### config.mk
export PLATFORM = sky130hd
export DESIGN_NAME = oba_cycle
export DESIGN_NICKNAME = d
export VERILOG_FILES = /design/src/rtl/oba_cycle.v /design/src/rtl/oba_sync.v
export VERILOG_INCLUDE_DIRS = /design/src /design/src/rtl
export SDC_FILE = /design/constraint.sdc
export NUM_CORES = 1
export LEC_CHECK = 0
export ABC_AREA = 1
export BUFFER_PORTS_ARGS = -buffer_cell sky130_fd_sc_hd__buf_2
export CORE_MARGIN = 4
export CORE_UTILIZATION = 36
export CTS_CLUSTER_SIZE = 25
export DETAILED_ROUTE_END_ITERATION = 8
export MAX_ROUTING_LAYER = met4
export PLACE_DENSITY = 0.59
export SLEW_MARGIN = 20
export SYNTH_ARGS = -nofsm -noshare
export SYNTH_HDL_FRONTEND = slang
export SYNTH_SLANG_ARGS = --single-unit
export TNS_END_PERCENT = 100
### constraint.sdc
create_clock -name clk_sys -period 2.03 [get_ports clk_sys]
set_input_delay 0.203 -clock clk_sys [delete_from_list [all_inputs] [get_ports clk_sys]]
set_output_delay 0.203 -clock clk_sys [all_outputs]
set_load 0.005 [all_outputs]
### src/rtl/oba_regs.vh
// timing and encoding constants for the operand bus cycle sequencer
// assumes a 200 MHz system clock; no software registers exist
`ifndef OBA_REGS_VH
`define OBA_REGS_VH

// ----------------------------------------------------------------
// clock rates
// ----------------------------------------------------------------
`define OBA_SYS_PERIOD_PS   5000
`define OBA_PROC_HALF_PS    40000
`define OBA_HALF_CYC        (`OBA_PROC_HALF_PS / `OBA_SYS_PERIOD_PS)
`define OBA_CNT_W           4

// ----------------------------------------------------------------
// one-hot phase codes
// ----------------------------------------------------------------
`define OBA_PH_ONE          4'h1
`define OBA_PH_TWO          4'h2
`define OBA_PH_THREE        4'h4
`define OBA_PH_FOUR         4'h8

// ----------------------------------------------------------------
// bus widths
// ----------------------------------------------------------------
`define OBA_AW              16
`define OBA_DW              16
`define OBA_IAW             20
`define OBA_SYNC_W          21

`endif

### src/rtl/oba_cycle.v
// four-phase operand bus cycle sequencer with master-side arbitration
// assumes one system clock; the processor clock is a divided enable,
// instruction fields are stable from phase two of the previous cycle through phase one
`timescale 1ns/1ps
`default_nettype none
`include "oba_regs.vh"

// Behaviour
// each cycle runs phases one to four
// phase one executes, drives fetch address, indicator low
// stretch phase two for imem ops, long immediates
// falling edge samples busy AND not-grant; extend low
// indicator low in two, high from three
// phase three drives buses, ack, strobe, qualifiers
// phase four opens primary instruction latch
// data strobe low half clock into four
// sample acknowledge each rise, stretch phase four
// fault or protect ends cycle as error
// non-operand instructions take two clocks
// four cycle kinds differ only by qualifiers
// strobes release at first rise after four
// bus floats one clock after four ends
// request at phase two, sample each fall
// ownership keeps ack, no further requests
// ack released at three of non-bus cycle
// arbiter grants low for highest priority
// other masters hold busy while using bus
// slave acknowledge late inserts wait states
// arbitration signals are all active low
// bus outputs driven only while master
// asynchronous inputs pass two flip-flops
module oba_cycle (
	input  wire                clk_sys,
	input  wire                rst_n,
	// instruction side
	input  wire [`OBA_IAW-1:0] next_fetch_addr,
	input  wire [`OBA_DW-1:0]  imem_rdata,
	input  wire                op_need,
	input  wire                op_write,
	input  wire                op_io,
	input  wire                op_instr,
	input  wire                imem_store_op,
	input  wire                imem_load_op,
	input  wire                long_imm,
	input  wire [`OBA_AW-1:0]  op_addr,
	input  wire [`OBA_DW-1:0]  op_wdata,
	output reg                 instr_take,
	output reg                 cycle_done,
	output reg                 cycle_err,
	output reg  [`OBA_DW-1:0]  rd_data_r,
	output reg  [`OBA_IAW-1:0] imem_addr_r,
	output reg  [`OBA_DW-1:0]  primary_instr_latch,
	output reg                 exec_phase_n,
	output wire                phase_one,
	output wire                phase_two,
	output wire                phase_three,
	output wire                phase_four,
	// arbitration pins
	output reg                 bus_request_n,
	input  wire                grant_in_n,
	input  wire                bus_busy_n,
	output reg                 grant_ack_n,
	output reg                 grant_ack_oe,
	// operand bus pins
	output reg  [`OBA_AW-1:0]  op_addr_o,
	output reg                 op_addr_oe,
	output reg  [`OBA_DW-1:0]  op_data_o,
	output reg                 op_data_oe,
	input  wire [`OBA_DW-1:0]  op_data_i,
	output reg                 addr_strobe_n,
	output reg                 data_strobe_n,
	output reg                 rd_wr_n,
	output reg                 mem_io_sel,
	output reg                 operand_instr_sel,
	output reg                 bus_ctl_oe,
	input  wire                xfer_ack_n,
	input  wire                bus_fault_n,
	input  wire                mem_protect_n
);

	// ----------------------------------------------------------------
	// phase codes
	// ----------------------------------------------------------------
	localparam [3:0] PH1 = `OBA_PH_ONE;
	localparam [3:0] PH2 = `OBA_PH_TWO;
	localparam [3:0] PH3 = `OBA_PH_THREE;
	localparam [3:0] PH4 = `OBA_PH_FOUR;
	// terminal count of the half-period divider, cut to the counter width
	localparam [31:0]           HALF_CNT  = `OBA_HALF_CYC - 1;
	localparam [`OBA_CNT_W-1:0] HALF_LAST = HALF_CNT[`OBA_CNT_W-1:0];

	// ----------------------------------------------------------------
	// input synchronisers
	// ----------------------------------------------------------------
	wire [`OBA_SYNC_W-1:0] sync_q;
	wire                   grant_s;
	wire                   busy_s;
	wire                   ack_s;
	wire                   fault_s;
	wire                   prot_s;
	wire [`OBA_DW-1:0]     data_s;

	// pins idle high, so the stages reset high except data
	oba_sync #(
		.W    (`OBA_SYNC_W),
		.INIT ({5'h1f, 16'h0000})
	) u_sync (
		.clk_sys (clk_sys),
		.rst_n   (rst_n),
		.d_in    ({grant_in_n, bus_busy_n, xfer_ack_n, bus_fault_n,
		           mem_protect_n, op_data_i}),
		.q_out   (sync_q)
	);
	// slices follow the order of the concatenation above
	assign grant_s = sync_q[20];
	assign busy_s  = sync_q[19];
	assign ack_s   = sync_q[18];
	assign fault_s = sync_q[17];
	assign prot_s  = sync_q[16];
	assign data_s  = sync_q[15:0];

	// ----------------------------------------------------------------
	// processor clock divider
	// ----------------------------------------------------------------
	reg [`OBA_CNT_W-1:0] cnt_r;
	reg                  pclk_hi_r;
	wire                 tick;
	wire                 p_rise;
	wire                 p_fall;

	assign tick   = (cnt_r == HALF_LAST);
	assign p_rise = tick & ~pclk_hi_r;
	assign p_fall = tick & pclk_hi_r;

	// starts high so the first event is a falling edge into phase one
	always @(posedge clk_sys or negedge rst_n) begin
		if (!rst_n) begin
			cnt_r     <= {`OBA_CNT_W{1'b0}};
			pclk_hi_r <= 1'b1;
		end else if (tick) begin
			cnt_r     <= {`OBA_CNT_W{1'b0}};
			pclk_hi_r <= ~pclk_hi_r;
		end else begin
			cnt_r <= cnt_r + 1'b1;
		end
	end

	// ----------------------------------------------------------------
	// sequencer state
	// ----------------------------------------------------------------
	reg [3:0] phase_r;
	reg       need_r;
	reg       write_r;
	reg       ext_r;
	reg       owned_r;
	reg       ds_on_r;
	reg       done_r;
	reg       err_r;
	reg       rel_pend_r;
	reg       flt_pend_r;

	// operand fields wait here until phase three, so the bus never moves under a live strobe
	reg [`OBA_AW-1:0] addr_hold_r;
	reg [`OBA_DW-1:0] wdata_hold_r;
	reg               io_hold_r;
	reg               oi_hold_r;
	wire      arb_ok;

	// high means the bus is free and ours to take
	assign arb_ok = busy_s & ~grant_s;

	assign phase_one   = phase_r[0];
	assign phase_two   = phase_r[1];
	assign phase_three = phase_r[2];
	assign phase_four  = phase_r[3];

	// ----------------------------------------------------------------
	// phase machine and bus drive
	// ----------------------------------------------------------------
	// a stretched phase only waits for the next edge of its own kind,
	// so every stretch costs a whole processor clock
	always @(posedge clk_sys or negedge rst_n) begin
		if (!rst_n) begin
			phase_r       <= PH4;
			need_r        <= 1'b0;
			write_r       <= 1'b0;
			ext_r         <= 1'b0;
			owned_r       <= 1'b0;
			ds_on_r       <= 1'b0;
			done_r        <= 1'b0;
			err_r         <= 1'b0;
			rel_pend_r    <= 1'b0;
			flt_pend_r    <= 1'b0;
			addr_hold_r   <= 16'h0000;
			wdata_hold_r  <= 16'h0000;
			io_hold_r     <= 1'b0;
			oi_hold_r     <= 1'b0;
			instr_take    <= 1'b0;
			cycle_done    <= 1'b0;
			cycle_err     <= 1'b0;
			rd_data_r     <= 16'h0000;
			imem_addr_r   <= 20'h00000;
			exec_phase_n  <= 1'b1;
			bus_request_n <= 1'b1;
			grant_ack_n   <= 1'b1;
			grant_ack_oe  <= 1'b0;
			op_addr_o     <= 16'h0000;
			op_addr_oe    <= 1'b0;
			op_data_o     <= 16'h0000;
			op_data_oe    <= 1'b0;
			addr_strobe_n <= 1'b1;
			data_strobe_n <= 1'b1;
			rd_wr_n       <= 1'b1;
			mem_io_sel    <= 1'b0;
			operand_instr_sel <= 1'b0;
			bus_ctl_oe    <= 1'b0;
		end else begin
			instr_take <= 1'b0;
			cycle_done <= 1'b0;
			cycle_err  <= 1'b0;
			case (phase_r)
			PH1: begin
				// strobes rise on the first rising edge after four
				if (p_rise) begin
					if (rel_pend_r) begin
						addr_strobe_n <= 1'b1;
						data_strobe_n <= 1'b1;
						rel_pend_r    <= 1'b0;
					end
					ext_r   <= imem_store_op | imem_load_op | long_imm;
					phase_r <= PH2;
					if (need_r && !owned_r) begin
						bus_request_n <= 1'b0;
					end
				end
			end
			PH2: begin
				if (p_fall) begin
					// bus lines float one clock after four ended
					if (flt_pend_r) begin
						op_addr_oe <= 1'b0;
						op_data_oe <= 1'b0;
						bus_ctl_oe <= 1'b0;
						flt_pend_r <= 1'b0;
					end
					if (ext_r) begin
						ext_r <= 1'b0;
					end else if (need_r && !owned_r && !arb_ok) begin
						phase_r <= PH2;
					end else begin
						phase_r      <= PH3;
						exec_phase_n <= 1'b1;
						if (need_r) begin
							// one drive path for all four cycle kinds
							owned_r       <= 1'b1;
							bus_request_n <= 1'b1;
							grant_ack_n   <= 1'b0;
							grant_ack_oe  <= 1'b1;
							addr_strobe_n <= 1'b0;
							op_addr_oe    <= 1'b1;
							op_data_oe    <= write_r;
							bus_ctl_oe    <= 1'b1;
							op_addr_o         <= addr_hold_r;
							op_data_o         <= wdata_hold_r;
							rd_wr_n           <= ~write_r;
							mem_io_sel        <= io_hold_r;
							operand_instr_sel <= oi_hold_r;
						end else if (owned_r) begin
							owned_r      <= 1'b0;
							grant_ack_n  <= 1'b1;
							grant_ack_oe <= 1'b0;
						end
					end
				end
			end
			PH3: begin
				if (p_rise) begin
					// clear the per-cycle handshake flags before data strobe goes out
					phase_r <= PH4;
					ds_on_r <= 1'b0;
					done_r  <= 1'b0;
					err_r   <= 1'b0;
				end
			end
			PH4: begin
				if (p_fall) begin
					if (need_r && !ds_on_r) begin
						data_strobe_n <= 1'b0;
						ds_on_r       <= 1'b1;
					end else if (!need_r || done_r) begin
						// close the cycle and start the next one
						phase_r      <= PH1;
						exec_phase_n <= 1'b0;
						imem_addr_r  <= next_fetch_addr;
						instr_take   <= 1'b1;
						need_r       <= op_need;
						write_r      <= op_write;
						if (op_need) begin
							// held back: the previous cycle's strobes may still be low
							addr_hold_r  <= op_addr;
							wdata_hold_r <= op_wdata;
							io_hold_r    <= op_io;
							oi_hold_r    <= op_instr;
						end
						if (need_r) begin
							cycle_done <= 1'b1;
							cycle_err  <= err_r;
							rel_pend_r <= 1'b1;
							flt_pend_r <= 1'b1;
						end
					end
				end else if (p_rise && ds_on_r && !done_r) begin
					// late acknowledge simply means more wait states
					if (!ack_s || !fault_s || !prot_s) begin
						done_r <= 1'b1;
						err_r  <= ~fault_s | ~prot_s;
						if (!write_r) begin
							rd_data_r <= data_s;
						end
					end
				end
			end
			default: begin
				phase_r <= PH4;
			end
			endcase
		end
	end

	// ----------------------------------------------------------------
	// primary instruction latch
	// ----------------------------------------------------------------
	// transparent for all of phase four, holds from the next phase one
	always @(posedge clk_sys or negedge rst_n) begin
		if (!rst_n) begin
			primary_instr_latch <= 16'h0000;
		end else if (phase_r == PH4) begin
			primary_instr_latch <= imem_rdata;
		end
	end

endmodule

`default_nettype wire

### src/rtl/oba_sync.v
// two-flop synchroniser, one stage pair per bit
// assumes inputs are asynchronous to clk_sys
`timescale 1ns/1ps
`default_nettype none

module oba_sync #(
	parameter W = 1,
	parameter [W-1:0] INIT = {W{1'b0}}
) (
	input  wire         clk_sys,
	input  wire         rst_n,
	input  wire [W-1:0] d_in,
	output wire [W-1:0] q_out
);

	// ----------------------------------------------------------------
	// per-bit stages
	// ----------------------------------------------------------------
	genvar i;
	generate
		for (i = 0; i < W; i = i + 1) begin : g_bit
			reg s1_r;
			reg s2_r;
			// first stage feeds only the second
			always @(posedge clk_sys or negedge rst_n) begin
				if (!rst_n) begin
					s1_r <= INIT[i];
					s2_r <= INIT[i];
				end else begin
					s1_r <= d_in[i];
					s2_r <= s1_r;
				end
			end
			assign q_out[i] = s2_r;
		end
	endgenerate

endmodule

`default_nettype wire
==> results of run 1 <==
per-stage QoR:
stage / area, um^2 / hold slack [ps]
5_1_grt: 9880 / 5.86
3_5_place_dp: 8610 / 200
4_1_cts: 9880 / 0.0555
2_1_floorplan: 7290 / -92.6
6_report: 9880 / 19.7
3_3_place_gp: 8610 / 203
cell families after synthesis:
| family | Yosys count | share of synthesized area [%] |
|---|---|---|
| and+or+nand+nor | 466 | 26.2 |
| adders and majority gates | 1 | 0.172 |
| xor gates and xnor gates | 1 | 0.120 |
| DFF | 193 | 66.6 |
| AOI/OAI and AO/OA | 30 | 2.16 |
| buffers and inverters | 71 | 4.84 |
synthesized netlist by cell type, drive strengths merged:
cell type / instances
a21oi: 3
a31oi: 1
and2: 1
buf: 21
clkbuf: 7
clkinv: 1
dfrtp: 175
dfstp: 18
ha: 1
inv: 42
nand2: 371
nand3: 50
nand3b: 1
nand4: 2
nor2: 37
nor3: 4
o21a: 1
o21ai: 25
xor2: 1
registers in the layout, summed over array words and instances, names as in the netlist, 4 cells and up:
register / cells
u_sync.g_bit.s1_r: 21
u_sync.g_bit.s2_r: 21
imem_addr_r: 20
addr_hold_r: 16
op_addr_o: 16
op_data_o: 16
primary_instr_latch: 16
rd_data_r: 16
wdata_hold_r: 16
cnt_r: 4
phase_r: 4
power groups by stage:
stage          logic [W]  registers, W  clock network, W
2_1_floorplan    0.00113       0.00500                 0
3_3_place_gp     0.00206       0.00501                 0
3_5_place_dp     0.00210       0.00499                 0
4_1_cts          0.00219       0.00495           0.00343
5_1_grt          0.00250       0.00504           0.00359
6_report         0.00218       0.00495           0.00332
worst paths after layout:
path | end
hold reg to reg | u_sync.g_bit[1].s2_r
setup reg to reg | imem_addr_r[8]
hold / removal | addr_hold_r[10]
max in group asynchronous | addr_strobe_n
min in group asynchronous | u_sync.g_bit[5].s1_r
setup / recovery | imem_addr_r[8]
routing by layer:
metal | wire length [um] | share of wire [%] | GRT usage [%] | vias up
met1 | 8410 | 47 | 22.9 | 2669
li1 | - | - | - | 2895
met2 | 8240 | 46 | 26.1 | 185
met4 | 218 | 1.2 | 5.31 | 0
met3 | 1160 | 6.5 | 4.06 | 14
met5 | 0 | 0 | - | -
layout make-up:
type                    count  area share (%)
clock buffers              20            4.62
clock inverters            10            1.28
repair buffers            284            18.8
flip-flops and latches    193            49.1
well taps                 265            3.35
inverters                  43            1.65
multi-input cells         498            21.1
diodes                      2          0.0506
critical path, cell delays in order, from the launching register on:
cell      delay (ps)
dfrtp_1          390
ha_1             220
nand2_2           90
nor2_4            60
nand2_4          100
clkinv_2          90
nand2_2          100
nor2_4            50
inv_1            420
nand2_1          100
nand2_1           80
==> flow_metrics.env, run 1 <==
export IMPL_fin_crit_ps=1770
export IMPL_finalWeightedCongestion=0.875
export IMPL_switchingPower_w=0.00310
export IMPL_p_per_area_mw_per_mm2=1060
export IMPL_portBuffers=200
export IMPL_final_setup_tns_ps=0
export IMPL_timing_slew_headroom_pct=62.3
export IMPL_cts_root_buf="clkbuf_16"
export IMPL_core_mm2=0.0197
export IMPL_regArea_mm2=0.00485
export IMPL_cp_max_fo=20
export IMPL_io_pins=201
export IMPL_cts_resized_gates=0
export IMPL_vias_per_cell=4.38
export IMPL_ys_warnings_count=0
export IMPL_via_count=5763
export IMPL_wl_per_cell_um=13.7
export IMPL_tightest_slew_ps=565
export IMPL_power_leakage_nw=5.48
export IMPL_cp_required_ps=2400
export IMPL_finalCritPeriodShare_pct=87.4
export IMPL_grt_pass1_wl_um=29700
export IMPL_hold_start="op_addr[10]"
export IMPL_cts_buffer_depth=2
export IMPL_synth_area_mm2=0.00729
export IMPL_postCtsSetupBuffers=0
export IMPL_rsz0062_at_grt="false"
export IMPL_cts_htree_levels=4
export IMPL_setup_violations=0
export IMPL_worstPathArrival_ps=2140
export IMPL_insertion_delay_ps=420
export IMPL_areaGrowthSynthToFinish_pct=35.6
export IMPL_rr_worst_depth=10
export IMPL_timing_fmax_ghz=0.564
export IMPL_ys_ff_latch=193
export IMPL_yosysTopAreaCellShare_pct=60.1
export IMPL_antenna_found_initial=2
export IMPL_drv_cap=0
export IMPL_fin_skew_ps=13.2
export IMPL_dp_slack_ps=222
export IMPL_fin_cells=1315
export IMPL_finalHoldViolCount=0
export IMPL_synth_cell_types=31
export IMPL_start_util_pct=37.0
export IMPL_worst_setup_path_end_kind="flop"
export IMPL_max_vdd_ir_drop_uv=565
export IMPL_die_height_um=150
export IMPL_layout_common_cells="366 x nand2_1, 199 x buf_2, 175 x dfrtp_1, 68 x dlygate4sd3_1, 48 x nand3_1"
export IMPL_routed_wirelength_um=18000
export IMPL_ys_seq_area_share_pct=66.6
export IMPL_cts_sinks=193
export IMPL_drv_slew=0
export IMPL_die_w_um=150
export IMPL_nets=1136
export IMPL_clkPwrFrac_pct=31.8
export IMPL_r2r_start="cnt_r[0]"
export IMPL_holdPathStages=3
export IMPL_startpoint_type="flop"
export IMPL_grt_usage_pct=17.2
export IMPL_intPower_w=0.00736
export IMPL_dp_hpwl_um=11900
export IMPL_netlist_top_cells_area="dfrtp_1 60%, nand2_1 19%, dfstp_2 6.5%, nand3_1 3.3%, inv_1 2.0%"
export IMPL_layout_commonest_cell="nand2_1"
export IMPL_status="completed"
export IMPL_timing_hold_worst_class="primary input to flop"
export IMPL_ff2ff_setup_slack_ps=260
export IMPL_path_class="flop to flop"
export IMPL_final_layout_size_suffix_gt1_share_pct=27.0
export IMPL_clk_pin_slew_ps=70
export IMPL_setup_ws_ps=256
export IMPL_multi_input_area_mm2=0.00209
export IMPL_startpoint="cnt_r[0]"
export IMPL_rows=51
export IMPL_switching_share_pct=29.6
export IMPL_total_power_w=0.0105
export IMPL_cts_buffers=17
export IMPL_syn_area_per_cell_um2=9.57
export IMPL_syn_nets=861
export IMPL_post_route_drc_count=0
export IMPL_synth_top_area_cell="dfrtp_1"
export IMPL_power_frac_comb_pct=20.8
export IMPL_first_global_vias=5892
export IMPL_antenna_left=0
export IMPL_dr_pass1_iters=6
export IMPL_fillCellCount=1831
export IMPL_grt_max_degree=54
export IMPL_place_inst=1215
export IMPL_hold_buffers=68
export IMPL_drtIter0Drc=221
export IMPL_fin_util_pct=50.1
export IMPL_grt_ovfl_total=0
export IMPL_dieArea_mm2=0.0226
export IMPL_tritoncts="yes"
export IMPL_seqPwrFrac_pct=47.4
export IMPL_syn_inst=762
No activity file was read; power rests on OpenSTA's default activity.
==> inputs of run 2 (changes only) <==
--- a/config.mk
+++ b/config.mk
@@ -9,11 +9,11 @@
 export ABC_AREA = 1
 export BUFFER_PORTS_ARGS = -buffer_cell sky130_fd_sc_hd__buf_2
 export CORE_MARGIN = 4
-export CORE_UTILIZATION = 36
+export CORE_UTILIZATION = 45
 export CTS_CLUSTER_SIZE = 25
 export DETAILED_ROUTE_END_ITERATION = 8
 export MAX_ROUTING_LAYER = met4
-export PLACE_DENSITY = 0.59
+export PLACE_DENSITY = 0.7
 export SLEW_MARGIN = 20
 export SYNTH_ARGS = -nofsm -noshare
 export SYNTH_HDL_FRONTEND = slang
==> run 2 against run 1 <==
Compared with the run above: first-iteration DRC count up 81%; via count up 2.5%; clock power up 7.2%; critical path depth unchanged; wire length down 0.57%; cell count down 3.5%; fmax down 3.3%; clock-buffer cell count down 2; hold slack worse by 4.2 ps; combinational power up 3%; highest routed layer unchanged.
==> flow_metrics.env, run 2 (synthesized netlist as in run 1, its figures left out) <==
export IMPL_areaGrowthSynthToFinish_pct=35.7
export IMPL_ff2ff_setup_slack_ps=200
export IMPL_final_layout_size_suffix_gt1_share_pct=27.0
export IMPL_p_per_area_mw_per_mm2=1090
export IMPL_portBuffers=200
export IMPL_path_class="flop to flop"
export IMPL_rsz0062_at_grt="false"
export IMPL_final_area_mm2=0.00990
export IMPL_via_count=5906
export IMPL_cts_htree_levels=4
export IMPL_grt_pass1_wl_um=29200
export IMPL_regArea_mm2=0.00485
export IMPL_final_setup_tns_ps=0
export IMPL_cts_root_buf="clkbuf_16"
export IMPL_crit_family="simple AND/OR/NAND/NOR gates"
export IMPL_timing_fmax_ghz=0.545
export IMPL_clk_pin_slew_ps=70
export IMPL_grt_max_degree=57
export IMPL_layout_commonest_cell="nand2_1"
export IMPL_vias_per_cell=4.65
export IMPL_grt_usage_pct=20.7
export IMPL_multi_input_area_mm2=0.00209
export IMPL_tritoncts="yes"
export IMPL_timing_slew_headroom_pct=59.4
export IMPL_cts_buffer_depth=2
export IMPL_antenna_left=0
export IMPL_cp_num_buf_inv=2
export IMPL_fin_skew_ps=8.02
export IMPL_dieArea_mm2=0.0183
export IMPL_drtIter0Drc=400
export IMPL_routed_wirelength_um=17900
export IMPL_nets=1138
export IMPL_drv_cap=0
export IMPL_io_pins=201
export IMPL_core_mm2=0.0159
export IMPL_status="completed"
export IMPL_rows=46
export IMPL_dp_slack_ps=198
export IMPL_worst_setup_path_end_kind="flop"
export IMPL_cp_required_ps=2390
export IMPL_postCtsSetupBuffers=0
export IMPL_crit_chain="ha_1 -> nand2_2 -> nor2_4 -> nand2_4 -> clkinv_2 -> nand2_2 -> nor2_4 -> inv_1 -> nand2_1 -> nand2_1"
export IMPL_finalHoldViolCount=0
export IMPL_dp_hpwl_um=11700
export IMPL_start_util_pct=45.9
export IMPL_max_vdd_ir_drop_uv=682
export IMPL_fin_crit_ps=1830
export IMPL_cts_buffers=17
export IMPL_post_route_drc_count=0
export IMPL_drv_slew=0
export IMPL_die_w_um=135
export IMPL_dpl_cell_area_mm2=0.00856
export IMPL_finalCritPeriodShare_pct=90.3
export IMPL_worstPathArrival_ps=2200
export IMPL_antenna_found_initial=1
export IMPL_dr_pass1_iters=6
export IMPL_layout_common_cells="366 x nand2_1, 199 x buf_2, 175 x dfrtp_1, 70 x dlygate4sd3_1, 48 x nand3_1"
export IMPL_wl_per_cell_um=14.1
export IMPL_finalWeightedCongestion=0.870
export IMPL_timing_hold_worst_class="primary input to flop"
export IMPL_slowest_delay_ps=450
export IMPL_cp_slowest_cell="inv_1"
export IMPL_fillCellCount=1301
export IMPL_cp_max_fo=20
export IMPL_insertion_delay_ps=430
export IMPL_startpoint_type="flop"
export IMPL_grt_ovfl_total=0
export IMPL_tightest_slew_ps=608
export IMPL_setup_ws_ps=196
export IMPL_first_global_vias=5853
export IMPL_die_height_um=135
export IMPL_cts_sinks=193
export IMPL_largestRegisters="u_sync.g_bit.s1_r (21), u_sync.g_bit.s2_r (21), imem_addr_r (20)"
export IMPL_power_leakage_nw=5.52
export IMPL_setup_violations=0
## run 2: routing by layer
layer / global-route usage [%] / share of wire (%) / up-vias
li1: - / - / 2906
met1: 28.7 / 47 / 2757
met2: 30.9 / 45 / 216
met3: 4.79 / 6.6 / 27
met4: 6.10 / 1.6 / 0
met5: - / 0 / -
## run 2: what timing repair did
item	CTS	global route
hold endpoints to repair	104	0
resized for setup	0	0
hold buffers	70	0
## run 2: cell type report
class	count	area share, %
flip-flops and latches	193	49.0
multi-input cells	498	21.1
repair buffers	286	19.1
clock buffers	18	4.34
well taps	216	2.73
clock inverters	14	2.02
inverters	43	1.64
diodes	1	0.0253
## run 2: final timing paths
kind,start,end,depth (start not counted)
worst max-delay path,cnt_r[0],imem_addr_r[7],10
min in group asynchronous,rst_n,u_sync.g_bit[2].s2_r,2
worst min register to register,u_sync.g_bit[15].s1_r,u_sync.g_bit[15].s2_r,0
worst max register to register,cnt_r[0],imem_addr_r[7],10
max in group asynchronous,rst_n,data_strobe_n,3
worst min-delay path,op_addr[8],addr_hold_r[8],3
## run 2: where the power goes
group	switching (W)	total, W	internal (W)
combinational	0.00130	0.00224	0.000941
clock	0.00148	0.00356	0.00208
sequential	0.000394	0.00496	0.00457
total	0.00317	0.0108	0.00760
## run 2: worst reg2reg max path, delay by kind of cell (launching register included)
family / cells / cell delay [ps]
flops: 1 / 400
fa+ha+maj: 1 / 230
simple gates: 7 / 610
buf+inv: 2 / 540
## run 2: through the flow
stage / utilization, % / hold WS [ps] / std cells / total power, W
after global routing: 62.3 / 9.43 / 1269 / 0.0114
after global placement: 53.9 / 145 / 1166 / 0.00710
after CTS: 62.3 / 1.06 / 1268 / 0.0108
after floorplan: - / -92.6 / 762 / 0.00612
after detailed placement: 53.9 / 142 / 1166 / 0.00715
final: 62.3 / 15.5 / 1269 / 0.0108
